File: src/hdl/rst_boot_pkg.sv
package rst_boot_pkg;

  localparam int          STRAP_W        = 16;
  localparam int          SEL_W          = 5;
  localparam int          SRC_W          = 3;
  localparam int          LIST_LEN       = 4;
  localparam int          WD_STRAP_BIT   = 11;
  localparam int          SEL_LSB        = 1;

  localparam int          CLK_HZ         = 20_000_000;
  localparam int          WARM_MIN_CYC   = 30;
  localparam int          POR_MIN_CYC    = 2;
  localparam int          WD_PULSE_CYC   = 8;
  localparam int          CNT_W          = 16;

  localparam logic [STRAP_W-1:0] STRAP_RST = 16'h0000;

  localparam logic [SEL_W-1:0] SEL_NAND_FIRST = 5'h12;
  localparam logic [SEL_W-1:0] SEL_UART_FIRST = 5'h01;
  localparam logic [SEL_W-1:0] SEL_MMC_FIRST  = 5'h17;
  localparam logic [SEL_W-1:0] SEL_ETH_FIRST  = 5'h04;

  typedef enum logic [SRC_W-1:0] {
    SRC_NONE  = 3'h0,
    SRC_NAND  = 3'h1,
    SRC_NANDI = 3'h2,
    SRC_SPI   = 3'h3,
    SRC_UART  = 3'h4,
    SRC_XIP   = 3'h5,
    SRC_MMC   = 3'h6,
    SRC_ETH   = 3'h7
  } boot_src_e;

  typedef enum logic [2:0] {
    ST_COLD   = 3'b000,
    ST_PULSE  = 3'b001,
    ST_BOOT   = 3'b011,
    ST_RUN    = 3'b010,
    ST_WARM   = 3'b101,
    ST_FAIL   = 3'b111
  } seq_state_e;

  typedef logic [CNT_W-1:0] cnt_t;

endpackage : rst_boot_pkg

File: src/hdl/boot_if.sv
`timescale 1ns/1ps
`default_nettype none
interface boot_if;
  import rst_boot_pkg::*;
  logic [SEL_W-1:0] sel;
  logic [1:0]       idx;
  boot_src_e        src;
  modport seq (output sel, output idx, input src);
  modport tbl (input sel, input idx, output src);
endinterface : boot_if
`default_nettype wire

File: src/hdl/reset_boot_sequencer.sv
// Notes on behaviour
// warm reset input is active low, high means run.
// the board holds warm reset low at least 30 device clock cycles.
// while warm reset is low all non-test pins float with pulls on.
// warm reset resets all modules except test, ethernet switch, plls and clock setup.
// on warm release the main core and plain modules leave reset, excluded logic keeps state.
// after warm release with strap 11 low the reset-out watchdog is asserted for a count.
// the board holds power-on reset low until clocks settle plus two more cycles.
// while power-on reset is low everything resets and all non-emulation pins float.
// while power-on reset is low clocks propagate with every pll in bypass.
// on power-on reset release all sixteen strap levels are captured.
// after power-on release with strap 11 low the reset-out watchdog pulses briefly.
// after either release peripherals take defaults and the core fetches from boot rom.
// five select straps pick an ordered list tried in turn until one succeeds.
// the four documented strap patterns map to their four-entry source lists.
// the board holds reserved strap positions low.
// the warm reset-out pulse length is a parameter in device clock cycles.
`timescale 1ns/1ps
`default_nettype none
module reset_boot_sequencer
  import rst_boot_pkg::*;
#(
  parameter int WD_CYC = WD_PULSE_CYC
)(
  // clock and control
  input  wire logic                     clk_i,
  input  wire logic                     srst_i,
  input  wire logic                     ce_i,
  // board reset pins
  input  wire logic                     warm_reset_n_i,
  input  wire logic                     power_on_reset_n_i,
  // straps
  input  wire logic [STRAP_W-1:0]       boot_strap_pins_i,
  // boot attempt feedback from boot rom
  input  wire logic                     boot_done_i,
  input  wire logic                     boot_fail_i,
  // reset distribution
  output logic                          core_rst_o,
  output logic                          test_rst_o,
  output logic                          switch_rst_o,
  output logic                          clk_cfg_rst_o,
  output logic                          pll_bypass_o,
  output logic                          pins_hiz_o,
  output logic                          test_pins_hiz_o,
  output logic                          periph_defaults_o,
  output logic                          rom_fetch_o,
  output logic                          reset_out_watchdog_o,
  // boot status
  output logic [STRAP_W-1:0]            strap_latched_o,
  output rst_boot_pkg::boot_src_e       boot_src_o,
  output logic [1:0]                    boot_idx_o,
  output logic                          boot_active_o,
  output logic                          boot_ok_o,
  output logic                          boot_exhausted_o
);
  import rst_boot_pkg::*;

  localparam int       COLD_GRP_N = 5;

  seq_state_e          state_reg, state_next;
  cnt_t                wd_cnt_reg;
  cnt_t                wd_cnt_next;
  logic                por_q_reg;
  logic [STRAP_W-1:0]  strap_reg;
  logic [1:0]          idx_reg;
  logic [1:0]          idx_next;
  logic                cold_reg;
  boot_src_e           src_w;
  wire logic [COLD_GRP_N-1:0] cold_grp;

  boot_if bi ();
  assign bi.sel = strap_reg[SEL_LSB +: SEL_W];
  assign bi.idx = idx_reg;
  assign src_w  = bi.src;

  boot_order_table u_table (
    .bi (bi.tbl)
  );

  wire logic por_low  = ~power_on_reset_n_i;
  wire logic warm_low = ~warm_reset_n_i;
  wire logic por_rise = power_on_reset_n_i & ~por_q_reg;
  wire logic wd_armed = ~strap_reg[WD_STRAP_BIT];

  // power-on pin history for its rising edge
  always_ff @(posedge clk_i) begin
    if (srst_i) begin
      por_q_reg <= 1'b0;
    end else if (ce_i) begin
      por_q_reg <= power_on_reset_n_i;
    end
  end

  // strap capture only on power-on release
  always_ff @(posedge clk_i) begin
    if (srst_i) begin
      strap_reg <= STRAP_RST;
    end else if (ce_i && por_rise) begin
      strap_reg <= boot_strap_pins_i;
    end
  end

  // remembers whether the last reset was cold, for pulse length
  always_ff @(posedge clk_i) begin
    if (srst_i) begin
      cold_reg <= 1'b1;
    end else if (ce_i) begin
      if (por_low) begin
        cold_reg <= 1'b1;
      end else if (warm_low) begin
        cold_reg <= 1'b0;
      end
    end
  end

  // strap 11 seen in the same cycle as capture
  function automatic logic wd_armed_next();
    return por_rise ? ~boot_strap_pins_i[WD_STRAP_BIT] : wd_armed;
  endfunction : wd_armed_next

  // last entry of the ordered list
  function automatic logic at_last_entry(input logic [1:0] i);
    return i == 2'(LIST_LEN - 1);
  endfunction : at_last_entry

  // states in which the core stays in reset
  function automatic logic held_in_reset(input seq_state_e s);
    return s == ST_COLD || s == ST_WARM;
  endfunction : held_in_reset

  always_comb begin
    state_next = state_reg;
    case (state_reg)
      ST_COLD: begin
        if (!por_low && !warm_low) begin
          state_next = wd_armed_next() ? ST_PULSE : ST_BOOT;
        end else if (!por_low) begin
          state_next = ST_WARM;
        end
      end
      ST_WARM: begin
        if (!warm_low) begin
          state_next = wd_armed ? ST_PULSE : ST_BOOT;
        end
      end
      ST_PULSE: begin
        if (wd_cnt_reg == cnt_t'(1)) begin
          state_next = ST_BOOT;
        end
      end
      ST_BOOT: begin
        if (boot_done_i) begin
          state_next = ST_RUN;
        end else if (boot_fail_i && at_last_entry(idx_reg)) begin
          state_next = ST_FAIL;
        end
      end
      ST_RUN:  state_next = ST_RUN;
      ST_FAIL: state_next = ST_FAIL;
      default: state_next = ST_COLD;
    endcase
    if (por_low) begin
      state_next = ST_COLD;
    end else if (warm_low) begin
      state_next = ST_WARM;
    end
  end

  always_ff @(posedge clk_i) begin
    if (srst_i) begin
      state_reg <= ST_COLD;
    end else if (ce_i) begin
      state_reg <= state_next;
    end
  end

  // reset-out watchdog length: brief after cold, parameter after warm
  always_comb begin
    wd_cnt_next = wd_cnt_reg;
    if (state_reg != ST_PULSE && state_next == ST_PULSE) begin
      wd_cnt_next = cold_reg ? cnt_t'(POR_MIN_CYC) : cnt_t'(WD_CYC);
    end else if (state_reg == ST_PULSE && wd_cnt_reg != '0) begin
      wd_cnt_next = wd_cnt_reg - cnt_t'(1);
    end
  end

  always_ff @(posedge clk_i) begin
    if (srst_i) begin
      wd_cnt_reg <= '0;
    end else if (ce_i) begin
      wd_cnt_reg <= wd_cnt_next;
    end
  end

  // fallback through the ordered list
  always_comb begin
    idx_next = idx_reg;
    if (state_reg != ST_BOOT) begin
      idx_next = '0;
    end else if (boot_fail_i && !boot_done_i && !at_last_entry(idx_reg)) begin
      idx_next = idx_reg + 2'(1);
    end
  end

  always_ff @(posedge clk_i) begin
    if (srst_i) begin
      idx_reg <= '0;
    end else if (ce_i) begin
      idx_reg <= idx_next;
    end
  end

  // cold-only resets share one shape
  generate
    for (genvar g = 0; g < COLD_GRP_N; g++) begin : g_cold_grp
      logic q_reg;
      always_ff @(posedge clk_i) begin
        if (srst_i) begin
          q_reg <= 1'b1;
        end else if (ce_i) begin
          q_reg <= por_low;
        end
      end
      assign cold_grp[g] = q_reg;
    end
  endgenerate

  assign test_rst_o      = cold_grp[0];
  assign switch_rst_o    = cold_grp[1];
  assign clk_cfg_rst_o   = cold_grp[2];
  assign pll_bypass_o    = cold_grp[3];
  assign test_pins_hiz_o = cold_grp[4];

  // core reset, reached by warm reset too
  always_ff @(posedge clk_i) begin
    if (srst_i) begin
      core_rst_o <= 1'b1;
    end else if (ce_i) begin
      core_rst_o <= por_low | warm_low | held_in_reset(state_next);
    end
  end

  // pins float through either reset and the reset-out pulse
  always_ff @(posedge clk_i) begin
    if (srst_i) begin
      pins_hiz_o <= 1'b1;
    end else if (ce_i) begin
      pins_hiz_o <= por_low | warm_low | held_in_reset(state_next)
                    | state_next == ST_PULSE;
    end
  end

  // boot rom phase
  always_ff @(posedge clk_i) begin
    if (srst_i) begin
      periph_defaults_o <= 1'b1;
      rom_fetch_o       <= 1'b0;
    end else if (ce_i) begin
      periph_defaults_o <= state_next != ST_RUN;
      rom_fetch_o       <= state_next == ST_BOOT;
    end
  end

  // reset-out watchdog output
  always_ff @(posedge clk_i) begin
    if (srst_i) begin
      reset_out_watchdog_o <= 1'b0;
    end else if (ce_i) begin
      reset_out_watchdog_o <= state_next == ST_PULSE;
    end
  end

  // captured straps as seen by later logic
  always_ff @(posedge clk_i) begin
    if (srst_i) begin
      strap_latched_o <= STRAP_RST;
    end else if (ce_i) begin
      strap_latched_o <= por_rise ? boot_strap_pins_i : strap_reg;
    end
  end

  // list position and the source it names
  always_ff @(posedge clk_i) begin
    if (srst_i) begin
      boot_src_o <= SRC_NONE;
      boot_idx_o <= '0;
    end else if (ce_i) begin
      boot_src_o <= src_w;
      boot_idx_o <= idx_reg;
    end
  end

  // boot progress flags
  always_ff @(posedge clk_i) begin
    if (srst_i) begin
      boot_active_o    <= 1'b0;
      boot_ok_o        <= 1'b0;
      boot_exhausted_o <= 1'b0;
    end else if (ce_i) begin
      boot_active_o    <= state_next == ST_BOOT;
      boot_ok_o        <= state_next == ST_RUN;
      boot_exhausted_o <= state_next == ST_FAIL;
    end
  end

endmodule : reset_boot_sequencer
`default_nettype wire

File: src/hdl/boot_order_table.sv
`timescale 1ns/1ps
`default_nettype none
module boot_order_table
  import rst_boot_pkg::*;
(
  boot_if.tbl bi
);

  // ordered source list per strap pattern
  function automatic boot_src_e lookup(input logic [SEL_W-1:0] s, input logic [1:0] i);
    boot_src_e l [LIST_LEN];
    l = '{SRC_NONE, SRC_NONE, SRC_NONE, SRC_NONE};
    case (s)
      SEL_NAND_FIRST: l = '{SRC_NAND, SRC_NANDI, SRC_SPI, SRC_UART};
      SEL_UART_FIRST: l = '{SRC_UART, SRC_XIP, SRC_MMC, SRC_SPI};
      SEL_MMC_FIRST:  l = '{SRC_MMC, SRC_SPI, SRC_UART, SRC_ETH};
      SEL_ETH_FIRST:  l = '{SRC_ETH, SRC_SPI, SRC_NAND, SRC_NANDI};
      default:        l = '{SRC_NONE, SRC_NONE, SRC_NONE, SRC_NONE};
    endcase
    return l[i];
  endfunction : lookup

  assign bi.src = lookup(bi.sel, bi.idx);

endmodule : boot_order_table
`default_nettype wire

File: config.mk
export PLATFORM = sky130hd
export DESIGN_NAME = reset_boot_sequencer
export DESIGN_NICKNAME = d
export VERILOG_FILES = /design/src/hdl/rst_boot_pkg.sv /design/src/hdl/boot_if.sv /design/src/hdl/reset_boot_sequencer.sv /design/src/hdl/boot_order_table.sv
export SDC_FILE = /design/constraint.sdc
export NUM_CORES = 1
export LEC_CHECK = 0
export ABC_AREA = 1
export BUFFER_PORTS_ARGS = -buffer_cell sky130_fd_sc_hd__buf_2
export CAP_MARGIN = 10
export CORE_MARGIN = 1.5
export CORE_UTILIZATION = 45
export CTS_CLUSTER_DIAMETER = 150
export DETAILED_ROUTE_END_ITERATION = 6
export PLACE_DENSITY = 0.73
export SLEW_MARGIN = 15
export SYNTH_ARGS = -nofsm -noshare
export SYNTH_HDL_FRONTEND = slang
export SYNTH_SLANG_ARGS = --single-unit
File: constraint.sdc
create_clock -name clk_i -period 4.75 [get_ports clk_i]
set_input_delay 0.2375 -clock clk_i [delete_from_list [all_inputs] [get_ports clk_i]]
set_output_delay 0.2375 -clock clk_i [all_outputs]
set_load 0.05 [all_outputs]
* Word-level counts from Yosys, hierarchy flattened
Cells that the tools add are included.
** Cells by class
- $add $sub $neg :: 2
- Order comparisons :: 1
- Eq/ne operators :: 20
- Muxes and demuxes :: 22
- Bitwise gates (word level) :: 10
- Reduce and logical (&&, ||, !) cells :: 18
** Operators by type and width (number)
- two-way mux 16 bit :: 3
- case mux 12 bit (4 select lines) :: 1
- two-way mux 3 bit :: 8
- case mux 3 bit (6 select lines) :: 1
- == test 16 x 1 -> 1 bit, second input constant :: 1
- nonzero test 16 bit :: 1
- subtractor 16 x 1 -> 16 bit, second input constant :: 1
- == test 3 x 2 -> 1 bit, second input constant :: 4
- == test 3 bit, second input constant :: 4
- == test 5 bit, second input constant :: 2
- two-way mux 2 bit :: 4
- logical AND 1 bit :: 7
- binary-select mux 3 bit (select 2 bit) :: 1
- == test 3 x 1 -> 1 bit, second input constant :: 2
- zero test 3 bit :: 2
- != test 3 x 2 -> 1 bit, second input constant :: 2
- AND reduction 2 bit :: 3
- == test 5 x 1 -> 1 bit, second input constant :: 1
- == test 5 x 3 -> 1 bit, second input constant :: 1
- inverter 1 bit :: 5
- two-way mux 4 bit :: 1
- nonzero test 2 bit :: 2
- >= comparator 3 bit, second input constant :: 1
- two-way mux 1 bit :: 3
- other kinds (9) :: 12
** Word-level totals
- Flip-flop bits (word level) :: 68
- Output and inout port bits :: 34

* Depth between registers and ports, before layout
- Depth after elaboration :: 12
- Mapped depth :: 15
- Depth with buffers taken out :: 14

* By module
Synthesis repeated with hierarchy kept, for this count alone.
** Unflattened totals
- Cells, all modules :: 470
- Area, all modules :: 3464.6 sq um
** By module, submodules not included
- reset_boot_sequencer :: times used 1, cells an instance 435, area each 3305.7 sq um
- boot_order_table :: times used 1, cells an instance 35, area each 158.9 sq um

* Worst setup path before layout
No wires, ideal clock.
- Kind :: reg-to-reg
- Start point :: register idx_reg[0] (netlist: bi.idx[0])
- End point :: register wd_cnt_reg[10]
- Library setup time :: 0.139 ns
- Arrival time :: 1.425 ns
- Required time :: 4.611 ns
- Setup slack :: 3.185 ns
- Cell stages (with the launch flop) :: 11
- Buffers on the path :: 1
- Period minus slack after synthesis :: 1.565 ns
- Cell sequence :: dfxtp_1 > ha_1 > nand2_1 > inv_1 > nand3_1 > nand4_1 > nand2_2 > nand4_4 > buf_6 > nand4_1 > a21oi_2
** Between the ends
- Word-level cells in the longest chain between the ends :: 11
- Elaborated cells between the ends (all ways) :: 12
- Classes of those cells :: eq/ne: 2; mux: 6; reduce/logical: 4
** RTL lines
- start, declared :: RTL line reset_boot_sequencer.sv:65 : logic [1:0] idx_reg;
- start signal, assigned :: RTL line reset_boot_sequencer.sv:209 : idx_reg <= idx_next;
- == test 2 bit (*) :: RTL line reset_boot_sequencer.sv:123 : return i == 2'(LIST_LEN - 1);
- logical AND 1 bit (*) :: RTL line reset_boot_sequencer.sv:154 : end else if (boot_fail_i && at_last_entry(idx_reg)) begin
- two-way mux 3 bit (*) :: RTL line reset_boot_sequencer.sv:154
- two-way mux 3 bit (*) :: RTL line reset_boot_sequencer.sv:152 : if (boot_done_i) begin
- case mux 3 bit (6 select lines) (*) :: RTL line reset_boot_sequencer.sv:133 : case (state_reg)
- two-way mux 3 bit (*) :: RTL line reset_boot_sequencer.sv:164 : end else if (warm_low) begin
- two-way mux 3 bit (*) :: RTL line reset_boot_sequencer.sv:162 : if (por_low) begin
- == test 3 x 1 -> 1 bit (*) :: RTL line reset_boot_sequencer.sv:180 : if (state_reg != ST_PULSE && state_next == ST_PULSE) begin
- logical AND 1 bit (*) :: RTL line reset_boot_sequencer.sv:180
- nonzero test 2 bit (no line)
- AND reduction 2 bit (no line)
- end signal, assigned :: RTL line reset_boot_sequencer.sv:191 : wd_cnt_reg <= wd_cnt_next;
- end, declared :: RTL line reset_boot_sequencer.sv:61 : cnt_t wd_cnt_reg;
Every way passes the cells marked *; elsewhere a longest branch is shown, timed or not.
A chain may end at the register's enable or synchronous reset.

* Final worst setup path
- Start point :: register wd_cnt_reg[6]
- End point :: register wd_cnt_reg[0]
** Between the ends
- Word-level cells in the longest chain between the ends :: 9
- Elaborated cells between the ends (all ways) :: 12
- Classes of those cells :: eq/ne: 2; mux: 5; reduce/logical: 5
** RTL lines
- == test 16 x 1 -> 1 bit :: RTL line reset_boot_sequencer.sv:147 : if (wd_cnt_reg == cnt_t'(1)) begin
- two-way mux 3 bit :: RTL line reset_boot_sequencer.sv:147
- case mux 3 bit (6 select lines) :: RTL line reset_boot_sequencer.sv:133
- two-way mux 3 bit :: RTL line reset_boot_sequencer.sv:164
- two-way mux 3 bit :: RTL line reset_boot_sequencer.sv:162
- == test 3 x 1 -> 1 bit :: RTL line reset_boot_sequencer.sv:180
- logical AND 1 bit :: RTL line reset_boot_sequencer.sv:180
- nonzero test 2 bit (no line)
- AND reduction 2 bit (no line)
Parallel ways exist; a longest one is shown, timed or not.

==> flow_summary.json <==
{
  "cap_violations": 0,
  "drt-total-wl_um": 7955,
  "drv_slew": 0,
  "period_share_pct": 44.77,
  "rsz0062_at_grt": "false",
  "grt_max_degree": 58,
  "synth_seq_cells": 68,
  "yosys_warnings": 0,
  "whs_ns": 0.1595,
  "cts_setup_buffers": 0,
  "grt_usage_pct": 19.77,
  "cts.repair.resized": 0,
  "r2r_cells": 10,
  "p_per_area_nw_per_um2": 373.7,
  "holdBufCountCts": 0,
  "skew_ns": 0.007091,
  "dr.pass1.iters": 4,
  "cts_buffers": 9,
  "cp.arrival_ns": 2.37,
  "whs_path_depth": 3,
  "grt.overflow.total": 0,
  "row_count": 31,
  "register_area_um2": 1361,
  "wire_per_inst_um": 13.02,
  "grt_pass1_wl_um": 13470,
  "coreArea_um2": 7370,
  "drive_gt1_share_pct": 22.85,
  "avgSynthCellArea_um2": 7.453,
  "ant_nets": 0,
  "io_buffers": 56,
  "fmax_mhz": 470.3,
  "worstHoldEndpoint": "strap_reg[11]",
  "path_clk_slew_ns": 0.08,
  "r2r-start": "wd_cnt_reg[6]",
  "cts_sinks": 68,
  "root_buffer": "clkbuf_8",
  "clockBufferDepth": 2,
  "p_leak_nw": 1.742,
  "avgViaCountPerCell": 5.206,
  "stdcell_area_um2": 3991,
  "finalPower_w": 0.001491,
  "endpoint_kind": "flip-flop",
  "r2r_end": "wd_cnt_reg[0]",
  "clkLatencyLatePin_ns": 0.34,
  "syn_nets": 492,
  "min_from": "boot_strap_pins_i[11]",
  "cp.required_ns": 4.99,
  "antennaDiodeCount": 0,
  "post-route-drc-count": 0,
  "cts_tree": "done",
  "gp_congestion": 0.8863,
  "reg2reg_slack_ns": 2.62,
  "tightest_slew_ns": 0.8535,
  "peakVddDrop_uv": 180.2,
  "dp_hpwl_um": 5248,
  "placed_cell_area_um2": 3727,
  "place_ws_ns": 2.545,
  "setup_slack_ns": 2.624,
  "netlist_area_um2": 3466,
  "dieArea_um2": 8237,
  "start_util_pct": 47.03,
  "grt_pass1_vias": 3001,
  "fillers": 722,
  "fin_setup_tns_ns": 0,
  "layout.nets": 534,
  "hold_violations": 0,
  "relSlewSlack_pct": 42.94,
  "status": "finished clean",
  "ys_seq_area_share_pct": 39.28,
  "area_growth_pct": 15.16,
  "cts_max_level": 3,
  "crit_type": "reg2reg",
  "ys_types": 36,
  "cp-start-kind": "flip-flop",
  "crit_fanout": 16,
  "setup_viol": 0,
  "ios": 57,
  "die_x_um": 90.76,
  "period_needed_ns": 2.126,
  "multiInputGateArea_um2": 1799,
  "fp.dieH_um": 90.76,
  "vias": 3181,
  "syn_inst": 465,
  "drtIter0Drc": 209,
  "antenna_found_initial": 0,
  "worstHoldPathType": "in2reg"
}
==> final cells by class <==
class | count | area share [%]
repair buffers | 60 | 7.774
clock buffers | 11 | 3.793
flip-flops and latches | 68 | 34.11
inverters | 37 | 3.480
clock inverters | 5 | 2.665
well taps | 99 | 3.103
multi-input cells | 331 | 45.08
==> per-stage QoR <==
step                utilization (%)  std cells
floorplan                         -        465
global placement              50.58        595
detailed placement            50.58        595
CTS                           54.07        611
global route                  54.16        611
finish                        54.16        611
==> placed cells by master (no fill, tap or decap), types with 6 or more instances in the layout <==
cell / count
nand2_1: 104
dfxtp_1: 68
buf_2: 56
nor2_1: 41
nand3_1: 38
inv_1: 35
a21oi_1: 32
nand4_1: 18
a31oi_1: 15
o21ai_0: 12
clkbuf_8: 11
nand3_2: 10
a21oi_2: 10
xor2_1: 9
nor3_1: 6
==> report_power, final <==
group | leakage, nW | switching (W) | internal, W
logic | 1.06 | 0.000185 | 0.0000838
clock network | 0.126 | 0.000228 | 0.000379
registers | 0.555 | 0.0000207 | 0.000595
==> logic make-up after synthesis <==
group	share of synthesized area [%]
and+or+nand+nor	33.47
AOI/OAI and AO/OA	13.54
DFF	39.28
buffers and inverters	8.989
xor gates and xnor gates	3.285
adders and majority gates	1.444
==> critical path: stages, from the launching register on <==
cell     delay, ns
dfxtp_1       0.36
nor2_1        0.16
nand2_1       0.12
nor2_2        0.16
nand3_1       0.09
nand3_1       0.60
inv_1         0.17
nor2_2        0.19
nand2_1       0.07
nand2_1       0.06
nor2_1        0.05
==> synth_stat cells <==
master    count  area (um2)
nand3_1      38       190.2
o21a_1        1       7.510
xnor2_1       4       35.03
nand2_1     104       390.4
clkbuf_1     14       52.55
nor2_1       41       153.9
nand4_4       2       42.54
inv_1        35       131.4
nand2_4       1       11.26
a31o_2        1       8.760
buf_1         2       7.510
nand3_2      10       100.1
nand3b_4      1       20.02
buf_4         8       60.06
nand2_2       5       31.28
inv_2         1       3.750
ha_1          4       50.05
buf_2         2       10.01
nor2_2        5       31.28
buf_12        1       20.02
o21ai_0      12       60.06
a31oi_1      16       100.1
dfxtp_1      68        1361
or2_2         1       6.260
a211oi_1      2       15.01
a21oi_2      10       87.58
nand4_1      18       112.6
buf_6         2       22.52
xor2_1        9       78.83
o211ai_1      3       22.52
a22oi_1       1       7.510
nor2_4        3       33.78
nor3_1        6       30.03
a21oi_1      32       160.2
clkinv_1      1       3.750
nor4_1        1       6.260
==> routing by layer <==
metal  share of wire (%)  wire [um]  track usage, %  vias up
li1                    -          -               -     1624
met1                  48       3781           25.23     1481
met2                  47       3714           32.46       65
met3                 4.3        343           4.209       11
met4                 1.4        115           7.540        0
met5                   0          0               0        -
==> worst max path at each step <==
stage,from,endpoint,slack (ns),cells after the start
floorplan,bi.idx[0],wd_cnt_reg[10],3.19,10
finish,wd_cnt_reg[6],wd_cnt_reg[0],2.62,10
global route,wd_cnt_reg[6],wd_cnt_reg[0],2.45,10
CTS,wd_cnt_reg[0],wd_cnt_reg[14],2.61,5
detailed placement,ce_i,wd_cnt_reg[5],2.54,8
global placement,ce_i,wd_cnt_reg[2],2.60,8
(Power assumes the default switching activity.)
